==> config.mk <==
export PLATFORM = sky130hd
export DESIGN_NAME = wakeq_top
export DESIGN_NICKNAME = d
export VERILOG_FILES = /design/src/hdl/wakeq_pkg.sv /design/src/hdl/wakeq_qualifier.sv /design/src/hdl/wakeq_sync.sv /design/src/hdl/wakeq_top.sv
export VERILOG_INCLUDE_DIRS = /design/src /design/src/hdl
export SDC_FILE = /design/constraint.sdc
export NUM_CORES = 1
export LEC_CHECK = 0
export BUFFER_PORTS_ARGS = -buffer_cell sky130_fd_sc_hd__buf_2
export CORE_UTILIZATION = 45
export CTS_BUF_LIST = sky130_fd_sc_hd__clkbuf_2
export DETAILED_ROUTE_END_ITERATION = 8
export GPL_TIMING_DRIVEN = 0
export SLEW_MARGIN = 40
export SYNTH_ARGS = -nofsm -noshare
export SYNTH_HDL_FRONTEND = slang
export SYNTH_HIERARCHICAL = 1
export SYNTH_SLANG_ARGS = --single-unit
==> constraint.sdc <==
create_clock -name ref_clk -period 3.5 [get_ports ref_clk]
set_input_delay 0.525 -clock ref_clk [delete_from_list [all_inputs] [get_ports ref_clk]]
set_output_delay 0.525 -clock ref_clk [all_outputs]
set_load 0.02 [all_outputs]
==> src/hdl/wakeq_params.svh <==
/*
 Constants for the wakeup activity qualifier: register offsets, bit positions,
 reset values and qualification times. Assumes a 250 MHz ref_clk.
*/
// Functional notes
// - network activity needs amplitude and transitions
// - qualified network activity sets flag, interrupt
// - no-activity output low while network qualified
// - qualified network activity in sleep wakes
// - network wake sets network wakeup source
// - network inactivity uses separate timer
// - network line-state bit follows qualified state
// - each line-state change sets flag, interrupt
// - reading interrupt register clears all flags
// - network line-state change clears network ignore
// - unignored qualified network activity blocks sleep
// - change during sleep clears network ignore
// - powerdown bit disables network detector
// - switch low for activity time sets flag
// - qualified switch in sleep wakes, sets source
// - switch release uses separate inactivity timer
// - switch line-state bit set while qualified low
// - switch input debounced internally
// - switch transition clears ignore; activity holds
`ifndef WAKEQ_PARAMS_SVH
`define WAKEQ_PARAMS_SVH

`define WQ_ADDR_FLAG 8'h00
`define WQ_ADDR_MASK 8'h04
`define WQ_ADDR_LINE 8'h08
`define WQ_ADDR_WSRC 8'h0c
`define WQ_ADDR_IGN 8'h10
`define WQ_ADDR_CFG 8'h14

`define WQ_BIT_NET 0
`define WQ_BIT_SW 1
`define WQ_CFG_PD 0
`define WQ_CFG_SLEEP 1

`define WQ_RST_MASK 2'h0
`define WQ_RST_CFG 1'b0

`define WQ_CLK_MHZ 250
`define WQ_NET_ACT_NS 2000
`define WQ_NET_INACT_NS 4000
`define WQ_SW_ACT_NS 8000
`define WQ_SW_INACT_NS 8000
`define WQ_CYC(ns) (((ns) * `WQ_CLK_MHZ + 999) / 1000)
`define WQ_NET_ACT_CYC `WQ_CYC(`WQ_NET_ACT_NS)
`define WQ_NET_INACT_CYC `WQ_CYC(`WQ_NET_INACT_NS)
`define WQ_SW_ACT_CYC `WQ_CYC(`WQ_SW_ACT_NS)
`define WQ_SW_INACT_CYC `WQ_CYC(`WQ_SW_INACT_NS)

`endif

==> src/hdl/wakeq_pkg.sv <==
/*
 Types for the wakeup activity qualifier. Assumes wakeq_params.svh for numbers.
*/
package wakeq_pkg;
    typedef enum logic [1:0] {
        WQ_ACTIVE = 2'b01,
        WQ_SLEEP = 2'b10
    } wakeq_mode_type;

    typedef struct packed {
        logic [7:0] addr;
        logic [7:0] wdata;
        logic wr;
        logic rd;
    } wakeq_bus_req_type;
endpackage

==> src/hdl/wakeq_qualifier.sv <==
/*
 Activity/inactivity qualification timer for one wake input.
 Assumes active_in is already synchronous and active high.
*/
`timescale 1ns/1ps
`default_nettype none
module wakeq_qualifier (
    input wire logic ref_clk,
    input wire logic sys_rst,
    input wire logic active_in,
    input wire logic [15:0] act_cycles,
    input wire logic [15:0] inact_cycles,
    output var logic state_ff,
    output var logic change_ff
);
    logic [15:0] cnt_ff;
    logic [15:0] limit;

    // one shared counter, with a separate limit for each direction
    assign limit = state_ff ? inact_cycles : act_cycles;

    always_ff @(posedge ref_clk) begin
        if (sys_rst) begin
            cnt_ff <= 16'h0000;
            state_ff <= 1'b0;
            change_ff <= 1'b0;
        end else if (active_in == state_ff) begin
            // input back at qualified level: pending event dropped
            cnt_ff <= 16'h0000;
            change_ff <= 1'b0;
        end else if (cnt_ff + 16'h0001 >= limit) begin
            cnt_ff <= 16'h0000;
            state_ff <= active_in;
            change_ff <= 1'b1;
        end else begin
            cnt_ff <= cnt_ff + 16'h0001;
            change_ff <= 1'b0;
        end
    end

    property p_q_timed;
        @(posedge ref_clk) disable iff (sys_rst)
        (state_ff != $past(state_ff)) |-> ($past(cnt_ff) + 16'h0001 >= $past(limit));
    endproperty
    a_q_timed: assert property (p_q_timed) else $error("state flipped early");

    property p_q_level;
        @(posedge ref_clk) disable iff (sys_rst)
        change_ff |-> (state_ff == $past(active_in));
    endproperty
    a_q_level: assert property (p_q_level) else $error("state not input level");
endmodule
`default_nettype wire

==> src/hdl/wakeq_sync.sv <==
/*
 Two-flop synchroniser for asynchronous wake inputs.
 Assumes a single clock; first stage feeds only the second.
*/
`timescale 1ns/1ps
`default_nettype none
module wakeq_sync #(
    parameter int WIDTH = 3
) (
    input wire logic ref_clk,
    input wire logic sys_rst,
    input wire logic [WIDTH-1:0] async_in,
    output var logic [WIDTH-1:0] sync_ff
);
    logic [WIDTH-1:0] meta_ff;

    always_ff @(posedge ref_clk) begin
        if (sys_rst) begin
            meta_ff <= '0;
            sync_ff <= '0;
        end else begin
            meta_ff <= async_in;
            sync_ff <= meta_ff;
        end
    end
endmodule
`default_nettype wire

==> src/hdl/wakeq_top.sv <==
/*
 Wakeup activity qualifier: network detector and local switch inputs,
 qualification, line state, interrupt flags, mask, wakeup source, ignore
 bits and sleep/active mode. Assumes a plain register port with read data
 one cycle after the read strobe, and the analog detector giving amplitude
 and transition indications as logic levels.
*/
// Local design decisions: the address map and strobed register access.
`timescale 1ns/1ps
`default_nettype none
`include "wakeq_params.svh"
module wakeq_top
    import wakeq_pkg::*;
(
    input wire logic ref_clk,
    input wire logic sys_rst,
    input wire wakeq_bus_req_type bus_req,
    output var logic [7:0] bus_rdata_ff,
    input wire logic net_amplitude_ok,
    input wire logic net_transitions_ok,
    input wire logic local_switch_input,
    input wire logic protected_supply_ok,
    output var logic int_n_ff,
    output var logic no_activity_indicator_n_ff,
    output var logic active_mode_ff,
    output var logic net_detector_powerdown_ff
);
    localparam logic [15:0] ACT_CYC [2] = '{16'(`WQ_NET_ACT_CYC), 16'(`WQ_SW_ACT_CYC)};
    localparam logic [15:0] INACT_CYC [2] = '{16'(`WQ_NET_INACT_CYC), 16'(`WQ_SW_INACT_CYC)};

    logic [2:0] sync_q;
    logic [1:0] act_in;
    logic [1:0] line_state;
    logic [1:0] change;
    logic [1:0] rise;
    logic [1:0] flag_ff;
    logic [1:0] mask_ff;
    logic [1:0] ign_ff;
    logic [1:0] wsrc_ff;
    logic hold_active;
    logic sleep_req;
    logic wake;
    wakeq_mode_type mode_ff;
    wakeq_mode_type nxt_mode;
    logic [7:0] nxt_rdata;

    function automatic logic hit(input wakeq_bus_req_type r, input logic [7:0] a);
        hit = (r.addr == a);
    endfunction

    wakeq_sync #(
        .WIDTH(3)
    ) u_sync (
        .ref_clk(ref_clk),
        .sys_rst(sys_rst),
        // switch inverted ahead of the sync so its reset value is the idle level
        .async_in({~local_switch_input, net_transitions_ok, net_amplitude_ok}),
        .sync_ff(sync_q)
    );

    // both amplitude and transitions, and nothing while powered down
    assign act_in[`WQ_BIT_NET] = sync_q[0] & sync_q[1] & ~net_detector_powerdown_ff;
    assign act_in[`WQ_BIT_SW] = sync_q[2];

    genvar gi;
    generate
        for (gi = 0; gi < 2; gi++) begin : g_qual
            wakeq_qualifier u_qual (
                .ref_clk(ref_clk),
                .sys_rst(sys_rst),
                .active_in(act_in[gi]),
                .act_cycles(ACT_CYC[gi]),
                .inact_cycles(INACT_CYC[gi]),
                .state_ff(line_state[gi]),
                .change_ff(change[gi])
            );
        end
    endgenerate

    assign rise = change & line_state;
    // an ignored input no longer keeps the device awake
    assign hold_active = |(line_state & ~ign_ff);
    assign sleep_req = bus_req.wr & hit(bus_req, `WQ_ADDR_CFG) & bus_req.wdata[`WQ_CFG_SLEEP];
    assign wake = (mode_ff == WQ_SLEEP) & (|rise) & protected_supply_ok;

    always_comb begin
        nxt_mode = mode_ff;
        case (mode_ff)
            WQ_ACTIVE: begin
                if (sleep_req && !hold_active) begin
                    nxt_mode = WQ_SLEEP;
                end
            end
            WQ_SLEEP: begin
                if (wake) begin
                    nxt_mode = WQ_ACTIVE;
                end
            end
            default: nxt_mode = WQ_ACTIVE;
        endcase
    end

    always_ff @(posedge ref_clk) begin
        if (sys_rst) begin
            mode_ff <= WQ_ACTIVE;
            active_mode_ff <= 1'b1;
        end else begin
            mode_ff <= nxt_mode;
            active_mode_ff <= (nxt_mode == WQ_ACTIVE);
        end
    end

    // flags: a set in the same cycle as the clearing read wins
    always_ff @(posedge ref_clk) begin
        if (sys_rst) begin
            flag_ff <= 2'h0;
        end else begin
            flag_ff <= (flag_ff & ~{2{bus_req.rd & hit(bus_req, `WQ_ADDR_FLAG)}})
                       | change;
        end
    end

    always_ff @(posedge ref_clk) begin
        if (sys_rst) begin
            int_n_ff <= 1'b1;
        end else begin
            int_n_ff <= ~|(flag_ff & ~mask_ff);
        end
    end

    always_ff @(posedge ref_clk) begin
        if (sys_rst) begin
            no_activity_indicator_n_ff <= 1'b1;
        end else begin
            no_activity_indicator_n_ff <= ~line_state[`WQ_BIT_NET];
        end
    end

    always_ff @(posedge ref_clk) begin
        if (sys_rst) begin
            mask_ff <= `WQ_RST_MASK;
            net_detector_powerdown_ff <= `WQ_RST_CFG;
        end else if (bus_req.wr) begin
            if (hit(bus_req, `WQ_ADDR_MASK)) begin
                mask_ff <= bus_req.wdata[1:0];
            end
            if (hit(bus_req, `WQ_ADDR_CFG)) begin
                net_detector_powerdown_ff <= bus_req.wdata[`WQ_CFG_PD];
            end
        end
    end

    // ignore bits: any qualified change clears, beating a host write
    always_ff @(posedge ref_clk) begin
        if (sys_rst) begin
            ign_ff <= 2'h0;
        end else if (bus_req.wr && hit(bus_req, `WQ_ADDR_IGN)) begin
            ign_ff <= bus_req.wdata[1:0] & ~change;
        end else begin
            ign_ff <= ign_ff & ~change;
        end
    end

    // wakeup source: write one to clear, new wake wins
    always_ff @(posedge ref_clk) begin
        if (sys_rst) begin
            wsrc_ff <= 2'h0;
        end else begin
            wsrc_ff <= (wsrc_ff & ~({2{bus_req.wr & hit(bus_req, `WQ_ADDR_WSRC)}}
                       & bus_req.wdata[1:0])) | ({2{wake}} & rise);
        end
    end

    always_comb begin
        nxt_rdata = 8'h00;
        if (bus_req.rd) begin
            case (bus_req.addr)
                `WQ_ADDR_FLAG: nxt_rdata = {6'h00, flag_ff};
                `WQ_ADDR_MASK: nxt_rdata = {6'h00, mask_ff};
                `WQ_ADDR_LINE: nxt_rdata = {6'h00, line_state};
                `WQ_ADDR_WSRC: nxt_rdata = {6'h00, wsrc_ff};
                `WQ_ADDR_IGN: nxt_rdata = {6'h00, ign_ff};
                `WQ_ADDR_CFG: nxt_rdata = {7'h00, net_detector_powerdown_ff};
                default: nxt_rdata = 8'h00;
            endcase
        end
    end

    always_ff @(posedge ref_clk) begin
        if (sys_rst) begin
            bus_rdata_ff <= 8'h00;
        end else begin
            bus_rdata_ff <= nxt_rdata;
        end
    end

    property p_int_low;
        @(posedge ref_clk) disable iff (sys_rst)
        (change[0] && !mask_ff[0]) |=> ##1 !int_n_ff;
    endproperty
    a_int_low: assert property (p_int_low) else $error("network event missed interrupt");

    property p_no_activity_indicator;
        @(posedge ref_clk) disable iff (sys_rst)
        line_state[0] |=> !no_activity_indicator_n_ff;
    endproperty
    a_no_activity_indicator: assert property (p_no_activity_indicator) else $error("no-activity output not low");

    property p_wake;
        @(posedge ref_clk) disable iff (sys_rst)
        (mode_ff == WQ_SLEEP && rise[0] && protected_supply_ok) |=> active_mode_ff ##0 wsrc_ff[0];
    endproperty
    a_wake: assert property (p_wake) else $error("network wake failed");

    property p_wsrc;
        @(posedge ref_clk) disable iff (sys_rst)
        $rose(wsrc_ff[0]) |-> $past(wake && rise[0]);
    endproperty
    a_wsrc: assert property (p_wsrc) else $error("source bit without wake");

    property p_flag_set;
        @(posedge ref_clk) disable iff (sys_rst)
        |change |=> ((flag_ff & $past(change)) == $past(change));
    endproperty
    a_flag_set: assert property (p_flag_set) else $error("flag not set on change");

    property p_read_clear;
        @(posedge ref_clk) disable iff (sys_rst)
        (bus_req.rd && bus_req.addr == `WQ_ADDR_FLAG && change == 2'h0) |=> flag_ff == 2'h0;
    endproperty
    a_read_clear: assert property (p_read_clear) else $error("read did not clear flags");

    property p_ign_clear;
        @(posedge ref_clk) disable iff (sys_rst)
        change[0] |=> !ign_ff[0];
    endproperty
    a_ign_clear: assert property (p_ign_clear) else $error("ignore not cleared");

    property p_hold;
        @(posedge ref_clk) disable iff (sys_rst)
        (mode_ff == WQ_ACTIVE && line_state[0] && !ign_ff[0]) |=> mode_ff == WQ_ACTIVE;
    endproperty
    a_hold: assert property (p_hold) else $error("slept with active network");

    property p_pd;
        @(posedge ref_clk) disable iff (sys_rst)
        (net_detector_powerdown_ff && !line_state[0]) |=> !line_state[0];
    endproperty
    a_pd: assert property (p_pd) else $error("detector active while powered down");

    property p_int_low_sw;
        @(posedge ref_clk) disable iff (sys_rst)
        (change[1] && !mask_ff[1]) |=> ##1 !int_n_ff;
    endproperty
    a_int_low_sw: assert property (p_int_low_sw) else $error("switch event missed interrupt");

    property p_int_high;
        @(posedge ref_clk) disable iff (sys_rst)
        ((flag_ff & ~mask_ff) == 2'h0) |=> int_n_ff;
    endproperty
    a_int_high: assert property (p_int_high) else $error("interrupt held without flag");

    property p_int_cause;
        @(posedge ref_clk) disable iff (sys_rst)
        !int_n_ff |-> $past(|(flag_ff & ~mask_ff));
    endproperty
    a_int_cause: assert property (p_int_cause) else $error("interrupt without unmasked flag");

    property p_flag_keep;
        @(posedge ref_clk) disable iff (sys_rst)
        !(bus_req.rd && bus_req.addr == `WQ_ADDR_FLAG) |=> ((flag_ff & $past(flag_ff)) == $past(flag_ff));
    endproperty
    a_flag_keep: assert property (p_flag_keep) else $error("flag lost without read");

    property p_flag_cause;
        @(posedge ref_clk) disable iff (sys_rst)
        (flag_ff & ~$past(flag_ff) & ~$past(change)) == 2'h0;
    endproperty
    a_flag_cause: assert property (p_flag_cause) else $error("flag set without change");

    property p_no_activity_indicator_high;
        @(posedge ref_clk) disable iff (sys_rst)
        !line_state[0] |=> no_activity_indicator_n_ff;
    endproperty
    a_no_activity_indicator_high: assert property (p_no_activity_indicator_high) else $error("no-activity low while idle");

    property p_wake_sw;
        @(posedge ref_clk) disable iff (sys_rst)
        (mode_ff == WQ_SLEEP && rise[1] && protected_supply_ok) |=> active_mode_ff ##0 wsrc_ff[1];
    endproperty
    a_wake_sw: assert property (p_wake_sw) else $error("switch wake failed");

    property p_supply_gate;
        @(posedge ref_clk) disable iff (sys_rst)
        (mode_ff == WQ_SLEEP && !protected_supply_ok) |=> mode_ff == WQ_SLEEP;
    endproperty
    a_supply_gate: assert property (p_supply_gate) else $error("woke with bad supply");

    property p_wsrc_sw;
        @(posedge ref_clk) disable iff (sys_rst)
        $rose(wsrc_ff[1]) |-> $past(wake && rise[1]);
    endproperty
    a_wsrc_sw: assert property (p_wsrc_sw) else $error("switch source without wake");

    property p_ign_clear_sw;
        @(posedge ref_clk) disable iff (sys_rst)
        change[1] |=> !ign_ff[1];
    endproperty
    a_ign_clear_sw: assert property (p_ign_clear_sw) else $error("switch ignore not cleared");

    property p_hold_sw;
        @(posedge ref_clk) disable iff (sys_rst)
        (mode_ff == WQ_ACTIVE && line_state[1] && !ign_ff[1]) |=> mode_ff == WQ_ACTIVE;
    endproperty
    a_hold_sw: assert property (p_hold_sw) else $error("slept with active switch");

    property p_mode_out;
        @(posedge ref_clk) disable iff (sys_rst)
        active_mode_ff == (mode_ff == WQ_ACTIVE);
    endproperty
    a_mode_out: assert property (p_mode_out) else $error("mode output disagrees");

    property p_sleep_req;
        @(posedge ref_clk) disable iff (sys_rst)
        (mode_ff == WQ_ACTIVE && !sleep_req) |=> mode_ff == WQ_ACTIVE;
    endproperty
    a_sleep_req: assert property (p_sleep_req) else $error("slept without request");

    property p_line_read;
        @(posedge ref_clk) disable iff (sys_rst)
        (bus_req.rd && bus_req.addr == `WQ_ADDR_LINE) |=> bus_rdata_ff == {6'h00, $past(line_state)};
    endproperty
    a_line_read: assert property (p_line_read) else $error("line state read wrong");

    property p_net_both;
        @(posedge ref_clk) disable iff (sys_rst)
        $rose(line_state[0]) |-> $past(sync_q[0] && sync_q[1] && !net_detector_powerdown_ff);
    endproperty
    a_net_both: assert property (p_net_both) else $error("network qualified on one cue");

    property p_net_inact_hold;
        @(posedge ref_clk) disable iff (sys_rst)
        $rose(line_state[0]) |=> line_state[0] [*8];
    endproperty
    a_net_inact_hold: assert property (p_net_inact_hold) else $error("network fell too soon");

    property p_sw_inact_hold;
        @(posedge ref_clk) disable iff (sys_rst)
        $rose(line_state[1]) |=> line_state[1] [*8];
    endproperty
    a_sw_inact_hold: assert property (p_sw_inact_hold) else $error("switch fell too soon");

    property p_sw_level;
        @(posedge ref_clk) disable iff (sys_rst)
        $rose(line_state[1]) |-> $past(sync_q[2]);
    endproperty
    a_sw_level: assert property (p_sw_level) else $error("switch qualified while high");
endmodule
`default_nettype wire

==> results of run 1 <==
how the worst max path moves through the flow:
stage / startpoint / to / slack, ns
floorplan: g_qual[0].u_qual/state_ff$_SDFFE_PP0P_ / g_qual[0].u_qual/cnt_ff[10]$_SDFF_PP0_ / 0.80
global placement: g_qual[0].u_qual/cnt_ff[2]$_SDFF_PP0_ / g_qual[0].u_qual/cnt_ff[10]$_SDFF_PP0_ / 0.40
detailed placement: g_qual[0].u_qual/state_ff$_SDFFE_PP0P_ / g_qual[0].u_qual/cnt_ff[13]$_SDFF_PP0_ / 0.36
CTS: g_qual[0].u_qual/state_ff$_SDFFE_PP0P_ / g_qual[0].u_qual/cnt_ff[11]$_SDFF_PP0_ / 0.30
global route: g_qual[0].u_qual/cnt_ff[2]$_SDFF_PP0_ / g_qual[0].u_qual/cnt_ff[11]$_SDFF_PP0_ / 0.002
finish: g_qual[0].u_qual/cnt_ff[2]$_SDFF_PP0_ / g_qual[0].u_qual/cnt_ff[11]$_SDFF_PP0_ / 0.31
critical path, stage by stage (launching register included):
cell,delay [ns]
dfxtp_1,0.44
nand3_1,0.12
nor3_1,0.54
and3_1,0.26
xor2_1,0.21
ha_1,0.29
a21oi_1,0.13
o21ai_0,0.10
o2bb2ai_1,0.15
or4_4,0.60
buf_6,0.19
nor2b_2,0.10
layout make-up:
cell class	instances	area share, %
Clock inverter	3	0.405
Clock buffer	12	1.39
Tap cell	102	2.95
Sequential cell	58	26.9
Buffer	18	2.87
Timing Repair Buffer	21	2.43
Inverter	14	1.22
Multi-Input combinational cell	373	61.9
sequential cells by signal, summed over array words and instances, names as in the netlist:
signal	cells
flag_ff	2
u_sync/meta_ff	3
g_qual.u_qual/state_ff	2
net_detector_powerdown_ff	1
mask_ff	2
no_activity_indicator_n_ff	1
bus_rdata_ff	2
g_qual.u_qual/cnt_ff	32
u_sync/sync_ff	3
ign_ff	2
mode_ff	2
wsrc_ff	2
int_n_ff	1
g_qual.u_qual/change_ff	2
active_mode_ff	1
per-stage QoR:
step                      worst slack, ns  hold WS [ns]
after floorplan                     0.801         0.414
final                               0.308         0.252
after detailed placement            0.360         0.429
after global routing              0.00240         0.210
after CTS                           0.298         0.215
after global placement              0.404         0.428
power groups by stage:
stage | Clock (mW) | Combinational [mW] | Sequential [mW]
floorplan | 0 | 0.0788 | 0.685
global route | 0.395 | 0.125 | 0.671
global placement | 0 | 0.106 | 0.684
finish | 0.347 | 0.109 | 0.670
CTS | 0.369 | 0.108 | 0.670
detailed placement | 0 | 0.106 | 0.684
metal layers:
layer	share of wire (%)	GRT usage, %	routed length (um)	vias up
met1	47	22.1	3360	1328
met2	46	31.3	3260	63
met4	1.7	6.41	117	0
met5	0	0	0	-
met3	4.8	4.31	343	12
li1	-	-	-	1536
logic make-up after synthesis:
logic type / count (synthesis)
AOI/OAI and AO/OA: 50
adders and majority gates: 36
and+or+nand+nor: 148
xor gates and xnor gates: 30
DFF: 58
other: 2
buffers and inverters: 32
muxes: 39
cells in the mapped netlist (all sizes together) (2+ instances only):
cell type | count | area share [%]
a2111oi | 2 | 0.63
a21oi | 15 | 2.0
a221oi | 3 | 0.87
a31oi | 2 | 0.33
a32oi | 2 | 0.47
and2 | 2 | 0.33
and2b | 10 | 2.2
and3 | 8 | 1.4
and4 | 4 | 0.93
buf | 17 | 3.2
conb | 2 | 0.20
dfxtp | 58 | 31
ha | 36 | 12
inv | 14 | 1.4
mux2 | 2 | 0.60
mux2i | 37 | 9.9
nand2 | 21 | 2.1
nand2b | 7 | 1.6
nand3 | 17 | 2.5
nand3b | 3 | 0.60
nand4 | 10 | 1.8
nor2 | 24 | 2.5
nor2b | 27 | 6.0
nor3 | 10 | 1.3
nor4 | 2 | 0.73
nor4b | 2 | 0.87
o211ai | 3 | 0.60
o21ai | 6 | 0.90
o21bai | 2 | 0.40
o22ai | 2 | 0.33
xnor2 | 16 | 3.7
xor2 | 14 | 3.3
==> out/metrics.cfg, run 1 <==
[sta]
clock-skew-final_ns=0.0280
setup_viol=0
tightest_slew_ns=0.741
rsz0062_at_grt=false
slew_headroom_pct=50.6
final_hold_viol_count=0
fin_crit_sh_pct=91.2
slew_viol_final=0
max_freq_mhz=313
setup_tns_ns=0
timing.final.crit_period_ns=3.19

[job]
max_cap_viol_count=0

[floorplanning]
start_util_pct=47.6
rows=32
die_area_um2=8710
die_w_um=93.3
die_h_um=93.3
core_um2=7890
ioPinCount=36

[power]
p_leak_nw=1.90
p_int_mw=0.810
seq_power_share_pct=59.4
vdd_ir_drop_max_mv=0.117
clkPwrFrac_pct=30.8
combPwrFrac_pct=9.7
finalPower_mw=1.13
p_switching_mw=0.316
p_per_area_nw_per_um2=261
p_sw_share_pct=28.1

[clock_tree]
cts.sinks=58
cts_tree=done
path_clk_slew_ns=0.16
post_cts_buffers=0
ctsHoldBuffers=0
cts.repair.resized=0
htree_levels=3
cts-buffers-inserted=9
cts_buffer_depth=2
clkLatencyLatePin_ns=0.48
root_buffer=clkbuf_2

[finish]
layout-drive-gt1-share_pct=18.4
n_fill_cell=761
final_cell_area_um2=4320
multiInputGateArea_um2=2670
postLayoutCoreUtil_pct=54.8
regArea_um2=1160
fin_cells=601
final_common_cell=conb_1
layout_common_cells=conb_1, dfxtp_1, mux2i_1
num_antenna_cells=0
nets=555
area_growth_pct=15.1

[worst_setup_path]
crit_type=flop to flop
cp_max_fo=10
timing.rr.start=g_qual[0].u_qual/cnt_ff[2]$_SDFF_PP0_
reg2reg_to=g_qual[0].u_qual/cnt_ff[11]$_SDFF_PP0_
crit_arrival_ns=3.60
end_kind=flop
reg2reg_depth=11
crit_required_ns=3.91
worst_setup_path_start_kind=flop
rrSetupSlack_ns=0.31

[placement]
dpl.cell_count=586
place_area_um2=4240
gp_congestion=0.810
hpwl_um=5490
portBuffers=21

[synth]
synth_top_family_by_area=simple AND/OR/NAND/NOR gates
synthSimpleGateAreaFrac_pct=25.2
synthFlopType=dfxtp_1
ys_warn_count=6
synth_seq_cells=58
synth_async_sr_flop_share_pct=0
synthMuxAreaShare_pct=10.5
synth-seq-area-share_pct=30.9
syn_avg_cell_area_um2=9.51
ys_types=63
syn_inst=395
synth_xor_area_share_pct=7.00
synth_fa_ha_area_share_pct=12.0
synth_area_um2=3750
synth-compound-area-share_pct=9.53
synth_edf_count=0

[global_route]
grt_pass1_vias=2813
grt_pass1_wl_um=12400
gr-usage-all-layers_pct=18.2
antenna_found_initial=0
grt_overflow_total=0
grt_max_degree=19

[hold_path]
min_from=net_transitions_ok
hp-class=input pin to flop
hold_path_end=u_sync/meta_ff[1]$_SDFF_PP0_
min_delay_path_depth=2

[drt]
drtPass1Iterations=4
drtIter0Drc=101
wl_um=7080
ant_nets=0
post-route-drc-count=0
avgViaCountPerCell=4.89
vias=2939
wl_per_cell_um=11.8

[status]
status=finished, final reports clean

(Power assumes the default switching activity.)
==> run 2: changes to the inputs <==
CELL_PAD_IN_SITES_DETAIL_PLACEMENT = 1   (was default)
CELL_PAD_IN_SITES_GLOBAL_PLACEMENT = 1   (was default)
GPL_TIMING_DRIVEN = default   (was 0)
PLACE_DENSITY_LB_ADDON = 0.15   (was default)
==> run 2 against run 1 <==
  * Count of clock-buffer cells in the layout shrank 3
  * Global-route usage is 2.6 points higher
  * Worst setup slack worse by 0.030 ns
  * Register-to-register slack lost 0.03 ns
  * Final cell count decreased by 1.8%
  * Sequential power about the same
  * Flip-flop and latch count is the same
  * Worst hold slack gained 0.0095 ns
  * Cell area is 1.2% lower
  * Non-clock buffer count is 11 lower
  * Combinational power about the same
  * Core utilization down 0.63 points
  * Critical endpoint is now g_qual[0].u_qual/cnt_ff[6]$_SDFF_PP0_
  * Largest power group unchanged
==> out/metrics.cfg, run 2 (synthesis results as in run 1) <==
[finish]
regMostFlops=g_qual.u_qual/cnt_ff
nets=544
n_fill_cell=975
biggestRegsByFlops=g_qual.u_qual/cnt_ff x32, u_sync/meta_ff x3, u_sync/sync_ff x3
num_antenna_cells=0
largest_register_ffs=32
final_common_cell=conb_1
layout_common_cells=conb_1, dfxtp_1, mux2i_1
layout-drive-gt1-share_pct=16.6
area_growth_pct=13.7

[clock_tree]
htree_levels=3
cts.repair.resized=0
cts_tree=done
cts-buffers-inserted=9
ctsHoldBuffers=0
cts_buffer_depth=2
post_cts_buffers=0
path_clk_slew_ns=0.17
root_buffer=clkbuf_2
cts.sinks=58
clkLatencyLatePin_ns=0.48

[drt]
drtIter0Drc=68
wl_per_cell_um=13.9
drtPass1Iterations=4
ant_nets=0
post-route-drc-count=0
avgViaCountPerCell=5.09
wl_um=8170
vias=3004

[sta]
slew_headroom_pct=58.9
clock-skew-final_ns=0.0302
tightest_slew_ns=0.601
final_hold_viol_count=0
setup_tns_ns=0
slew_viol_final=0
rsz0062_at_grt=false
setup_ws_ns=0.278
timing.final.crit_period_ns=3.22
fin_crit_sh_pct=92.1
max_freq_mhz=310
setup_viol=0
hold_slack_ns=0.261

[global_route]
grt_max_degree=28
grt_pass1_wl_um=14000
gr-usage-all-layers_pct=20.8
antenna_found_initial=0
grt_pass1_vias=3109
grt_overflow_total=0

[floorplanning]
die_h_um=93.3
die_area_um2=8710
core_um2=7890
rows=32
start_util_pct=47.6
ioPinCount=36
die_w_um=93.3

[power]
p_leak_nw=1.85
vdd_ir_drop_max_mv=0.205
p_per_area_nw_per_um2=277

[worst_setup_path]
worst_setup_path_start_kind=flop
crit_type=flop to flop
crit_arrival_ns=3.64
crit_required_ns=3.92
end_kind=flop
cp_max_fo=16

[placement]
hpwl_um=6570
place_ws_ns=0.333
portBuffers=23
gp_congestion=0.769

[status]
status=finished, final reports clean

[hold_path]
hp-class=input pin to flop

[job]
max_cap_viol_count=0

[run 2: report_power, final]
part | internal [mW] | switching [mW]
registers | 0.667 | 0.00274
clock network | 0.156 | 0.248
logic | 0.0412 | 0.0658
total | 0.864 | 0.317
[run 2: final timing paths]
check / to / startpoint / depth (start not counted) / slack [ns]
worst max-delay path: g_qual[0].u_qual/cnt_ff[6]$_SDFF_PP0_ / g_qual[0].u_qual/cnt_ff[0]$_SDFF_PP0_ / 11 / 0.28
worst min-delay path: u_sync/meta_ff[0]$_SDFF_PP0_ / net_amplitude_ok / 2 / 0.26
worst max register to register: g_qual[0].u_qual/cnt_ff[6]$_SDFF_PP0_ / g_qual[0].u_qual/cnt_ff[0]$_SDFF_PP0_ / 11 / 0.28
worst min register to register: u_sync/sync_ff[1]$_SDFF_PP0_ / u_sync/meta_ff[1]$_SDFF_PP0_ / 1 / 0.46
[run 2: per-stage QoR]
step	instances	util [%]	instance area, um^2	total power [mW]
global placement	575	52.8	4170	0.782
global route	590	54.1	4270	1.24
CTS	590	54.1	4270	1.20
floorplan	463	-	4010	0.763
detailed placement	575	52.8	4170	0.787
finish	590	54.1	4270	1.18
[run 2: final cells by class]
| class | instances | area, um^2 | area share, % |
|---|---|---|---|
| Inverter | 14 | 52.6 | 1.23 |
| Clock buffer | 9 | 45.0 | 1.05 |
| Timing Repair Buffer | 28 | 153 | 3.57 |
| Multi-Input combinational cell | 373 | 2670 | 62.6 |
| Sequential cell | 58 | 1160 | 27.2 |
| Tap cell | 102 | 128 | 2.99 |
| Clock inverter | 6 | 58.8 | 1.38 |
[run 2: worst max-delay path: stages, from the launching register on]
cell and delay (ns):
dfxtp_1 0.46, ha_1 0.24, nand4_1 0.19, nor2_1 0.25, and2_1 0.18, xor2_1 0.24
ha_1 0.27, and4_1 0.21, nand2_1 0.09, o2bb2ai_1 0.08, or4_4 0.70, and2b_1 0.26
[run 2: routing by layer]
layer  up-vias  part of all wire (%)  global-route usage, %
li1       1510                     -                      -
met1      1441                    45                   24.0
met2        47                    52                   37.7
met3         6                   3.0                   5.04
met4         0                  0.80                   6.15
met5         -                     0                      0
==> run 3: changes to the inputs <==
ABC_AREA = 1   (was default)
REMOVE_ABC_BUFFERS = 1   (was default)
==> run 3 against run 2 <==
  * The flow now finishes with violations (DRC)
  * Power rose by 7.2%
  * Sequential share of layout area fell by 2.5 points
  * Via count rose by 26%
  * Core utilization fell by 1.0 points
  * Routed wire length rose by 15%
  * First-iteration DRC count rose by 12%
  * Synthesized area rose by 11%
  * Clock power rose by 19%
  * Non-clock buffer count fell by 3
  * Die area rose by 10%
  * Critical path type unchanged
  * Critical endpoint is now g_qual[0].u_qual/cnt_ff[8]$_SDFF_PP0_
==> out/metrics.cfg, run 3 <==
[status]
status=finished, violations left
violations=DRC

[floorplanning]
ioPinCount=36
die_h_um=98.1
die_area_um2=9620
core_um2=8850
start_util_pct=46.9
die_w_um=98.1
rows=34

[synth]
synth.area.top_cells=dfxtp_1, nand2_1, ha_1
synth_area_um2=4150
yosys.area.top_type_share_pct=28.0
synth_edf_count=0
synth-seq-area-share_pct=28.0
synthFlopType=dfxtp_1
yosysTopAreaCell=dfxtp_1
syn_inst=597
synth_seq_cells=58
ys_top_cells_by_count=nand2_1, inv_1, nor2_1
syn_avg_cell_area_um2=6.96
synth_most_common_cell=nand2_1
ys_warn_count=6
ys_types=32
synth_async_sr_flop_share_pct=0

[global_route]
grt_pass1_vias=4069
grt_pass1_wl_um=17100
grt_max_degree=24
gr-usage-all-layers_pct=21.6
antenna_found_initial=0
grt_overflow_total=0

[finish]
layout-drive-gt1-share_pct=13.3
num_antenna_cells=0
area_growth_pct=13.2
regArea_um2=1160
n_fill_cell=1200
biggestRegsByFlops=g_qual.u_qual/cnt_ff x32, u_sync/meta_ff x3, u_sync/sync_ff x3
layout_common_cells=nand2_1, inv_1, nor2_1, conb_1, dfxtp_1
multiInputGateArea_um2=2750
final_common_cell=nand2_1
nets=748
largest_register_ffs=32
regMostFlops=g_qual.u_qual/cnt_ff

[clock_tree]
cts_buffer_depth=2
cts_tree=done
cts.sinks=58
root_buffer=clkbuf_2
cts-buffers-inserted=9
clkLatencyLatePin_ns=0.47
cts.repair.resized=0
path_clk_slew_ns=0.19
ctsHoldBuffers=0
post_cts_buffers=0
htree_levels=3

[drt]
ant_nets=0
wl_per_cell_um=11.7
wl_um=9370
post-route-drc-count=3
vias=3792
drtIter0Drc=76
avgViaCountPerCell=4.73
drtPass1Iterations=6

[sta]
slew_headroom_pct=62.4
setup_ws_ns=0.698
tightest_slew_ns=0.563
fin_crit_sh_pct=80.1
timing.final.crit_period_ns=2.80
setup_tns_ns=0
slew_viol_final=0
setup_viol=0
clock-skew-final_ns=0.0262
final_hold_viol_count=0
max_freq_mhz=357
rsz0062_at_grt=false

[worst_setup_path]
crit_required_ns=3.92
end_kind=flop
crit_top_cell=nand2_1
cp_slowest_cell=dfxtp_1
crit_arrival_ns=3.22
worst_setup_path_start_kind=flop
crit_type=flop to flop
cp_max_fo=16
crit_path_cell_trace=ha_1, nand2_1, nor2_2, nand2_1, nor2_1, inv_1, nand2_1, inv_1, ha_1, nand2_1, inv_1, nand2_1, nand2_1, nor2_1, nand2_1, nand2_2, nand3b_4, nor2_1
slowest_delay_ns=0.50

[power]
p_per_area_nw_per_um2=269
p_leak_nw=2.41
vdd_ir_drop_max_mv=0.233

[job]
max_cap_viol_count=0

[placement]
gp_congestion=0.804
hpwl_um=7520
place_ws_ns=0.714
portBuffers=23

[hold_path]
hp-class=input pin to flop

==> run 3: cell count changes after synthesis, sizes merged, moves of 4 or more <==
cell    delta
and2b     -10
nand2b     -7
buf        -4
inv       +92
nand3     +18
and3       -7
nor2b     -27
and4       -4
mux2i      -7
o21ai      +4
nor2      +70
nand2    +124
xnor2     -13
a21oi     +11
==> run 3: critical path, delay by kind of cell, from the launching register on <==
kind,cells,cell delay (ns)
buffers and inverters,3,0.14
flip-flops,1,0.50
AND/OR/NAND/NOR,13,1.50
adder cells (fa/ha/maj),2,0.60
==> run 3: final timing paths <==
| kind | from | to | slack (ns) | depth (start not counted) |
|---|---|---|---|---|
| worst max-delay path | g_qual[0].u_qual/cnt_ff[0]$_SDFF_PP0_ | g_qual[0].u_qual/cnt_ff[8]$_SDFF_PP0_ | 0.70 | 18 |
| worst min register to register | u_sync/meta_ff[1]$_SDFF_PP0_ | u_sync/sync_ff[1]$_SDFF_PP0_ | 0.42 | 2 |
| worst min-delay path | net_transitions_ok | u_sync/meta_ff[1]$_SDFF_PP0_ | 0.25 | 3 |
| worst max register to register | g_qual[0].u_qual/cnt_ff[0]$_SDFF_PP0_ | g_qual[0].u_qual/cnt_ff[8]$_SDFF_PP0_ | 0.70 | 18 |
==> run 3: cell type report <==
cell class,count,share of cell area (%)
clock buffers,9,0.958
clock inverters,7,1.78
inverters,106,8.46
multi-input cells,488,58.5
flip-flops and latches,58,24.7
well taps,108,2.87
repair buffers,25,2.77
==> run 3: through the flow <==
stage	total power, mW	instances	utilization [%]	hold slack, ns	area, um^2
finish	1.27	801	53.1	0.249	4700
global route	1.34	801	53.1	0.180	4700
CTS	1.28	801	53.1	0.197	4700
detailed placement	0.795	785	51.7	0.399	4570
global placement	0.791	785	51.7	0.402	4570
floorplan	0.763	652	-	0.388	4310
==> run 3: power breakdown <==
part           internal [mW]  switching, mW  leakage [nW]
Clock                  0.228          0.252        0.0744
Sequential             0.667        0.00342         0.469
Combinational         0.0395         0.0763          1.87
==> run 3: routing by layer <==
metal	part of all wire [%]	wire length, um	global-route usage (%)
met1	45	4210	24.4
met2	51	4820	40.7
met3	2.7	249	4.08
met4	0.97	91	6.18
met5	0	0	0
==> run 3: logic make-up (layout without fill, tap and decap cells) <==
group / count (synthesis) / after routing / share of synthesized area [%]
and+or+nand+nor: 297 / 297 / 33.4
buffers and inverters: 119 / 147 / 12.0
DFF: 58 / 58 / 28.0
AOI/OAI and AO/OA: 38 / 38 / 4.76
adders and majority gates: 36 / 36 / 10.8
muxes: 30 / 30 / 7.23
xor gates and xnor gates: 17 / 17 / 3.59
other: 2 / 70 / 0.181
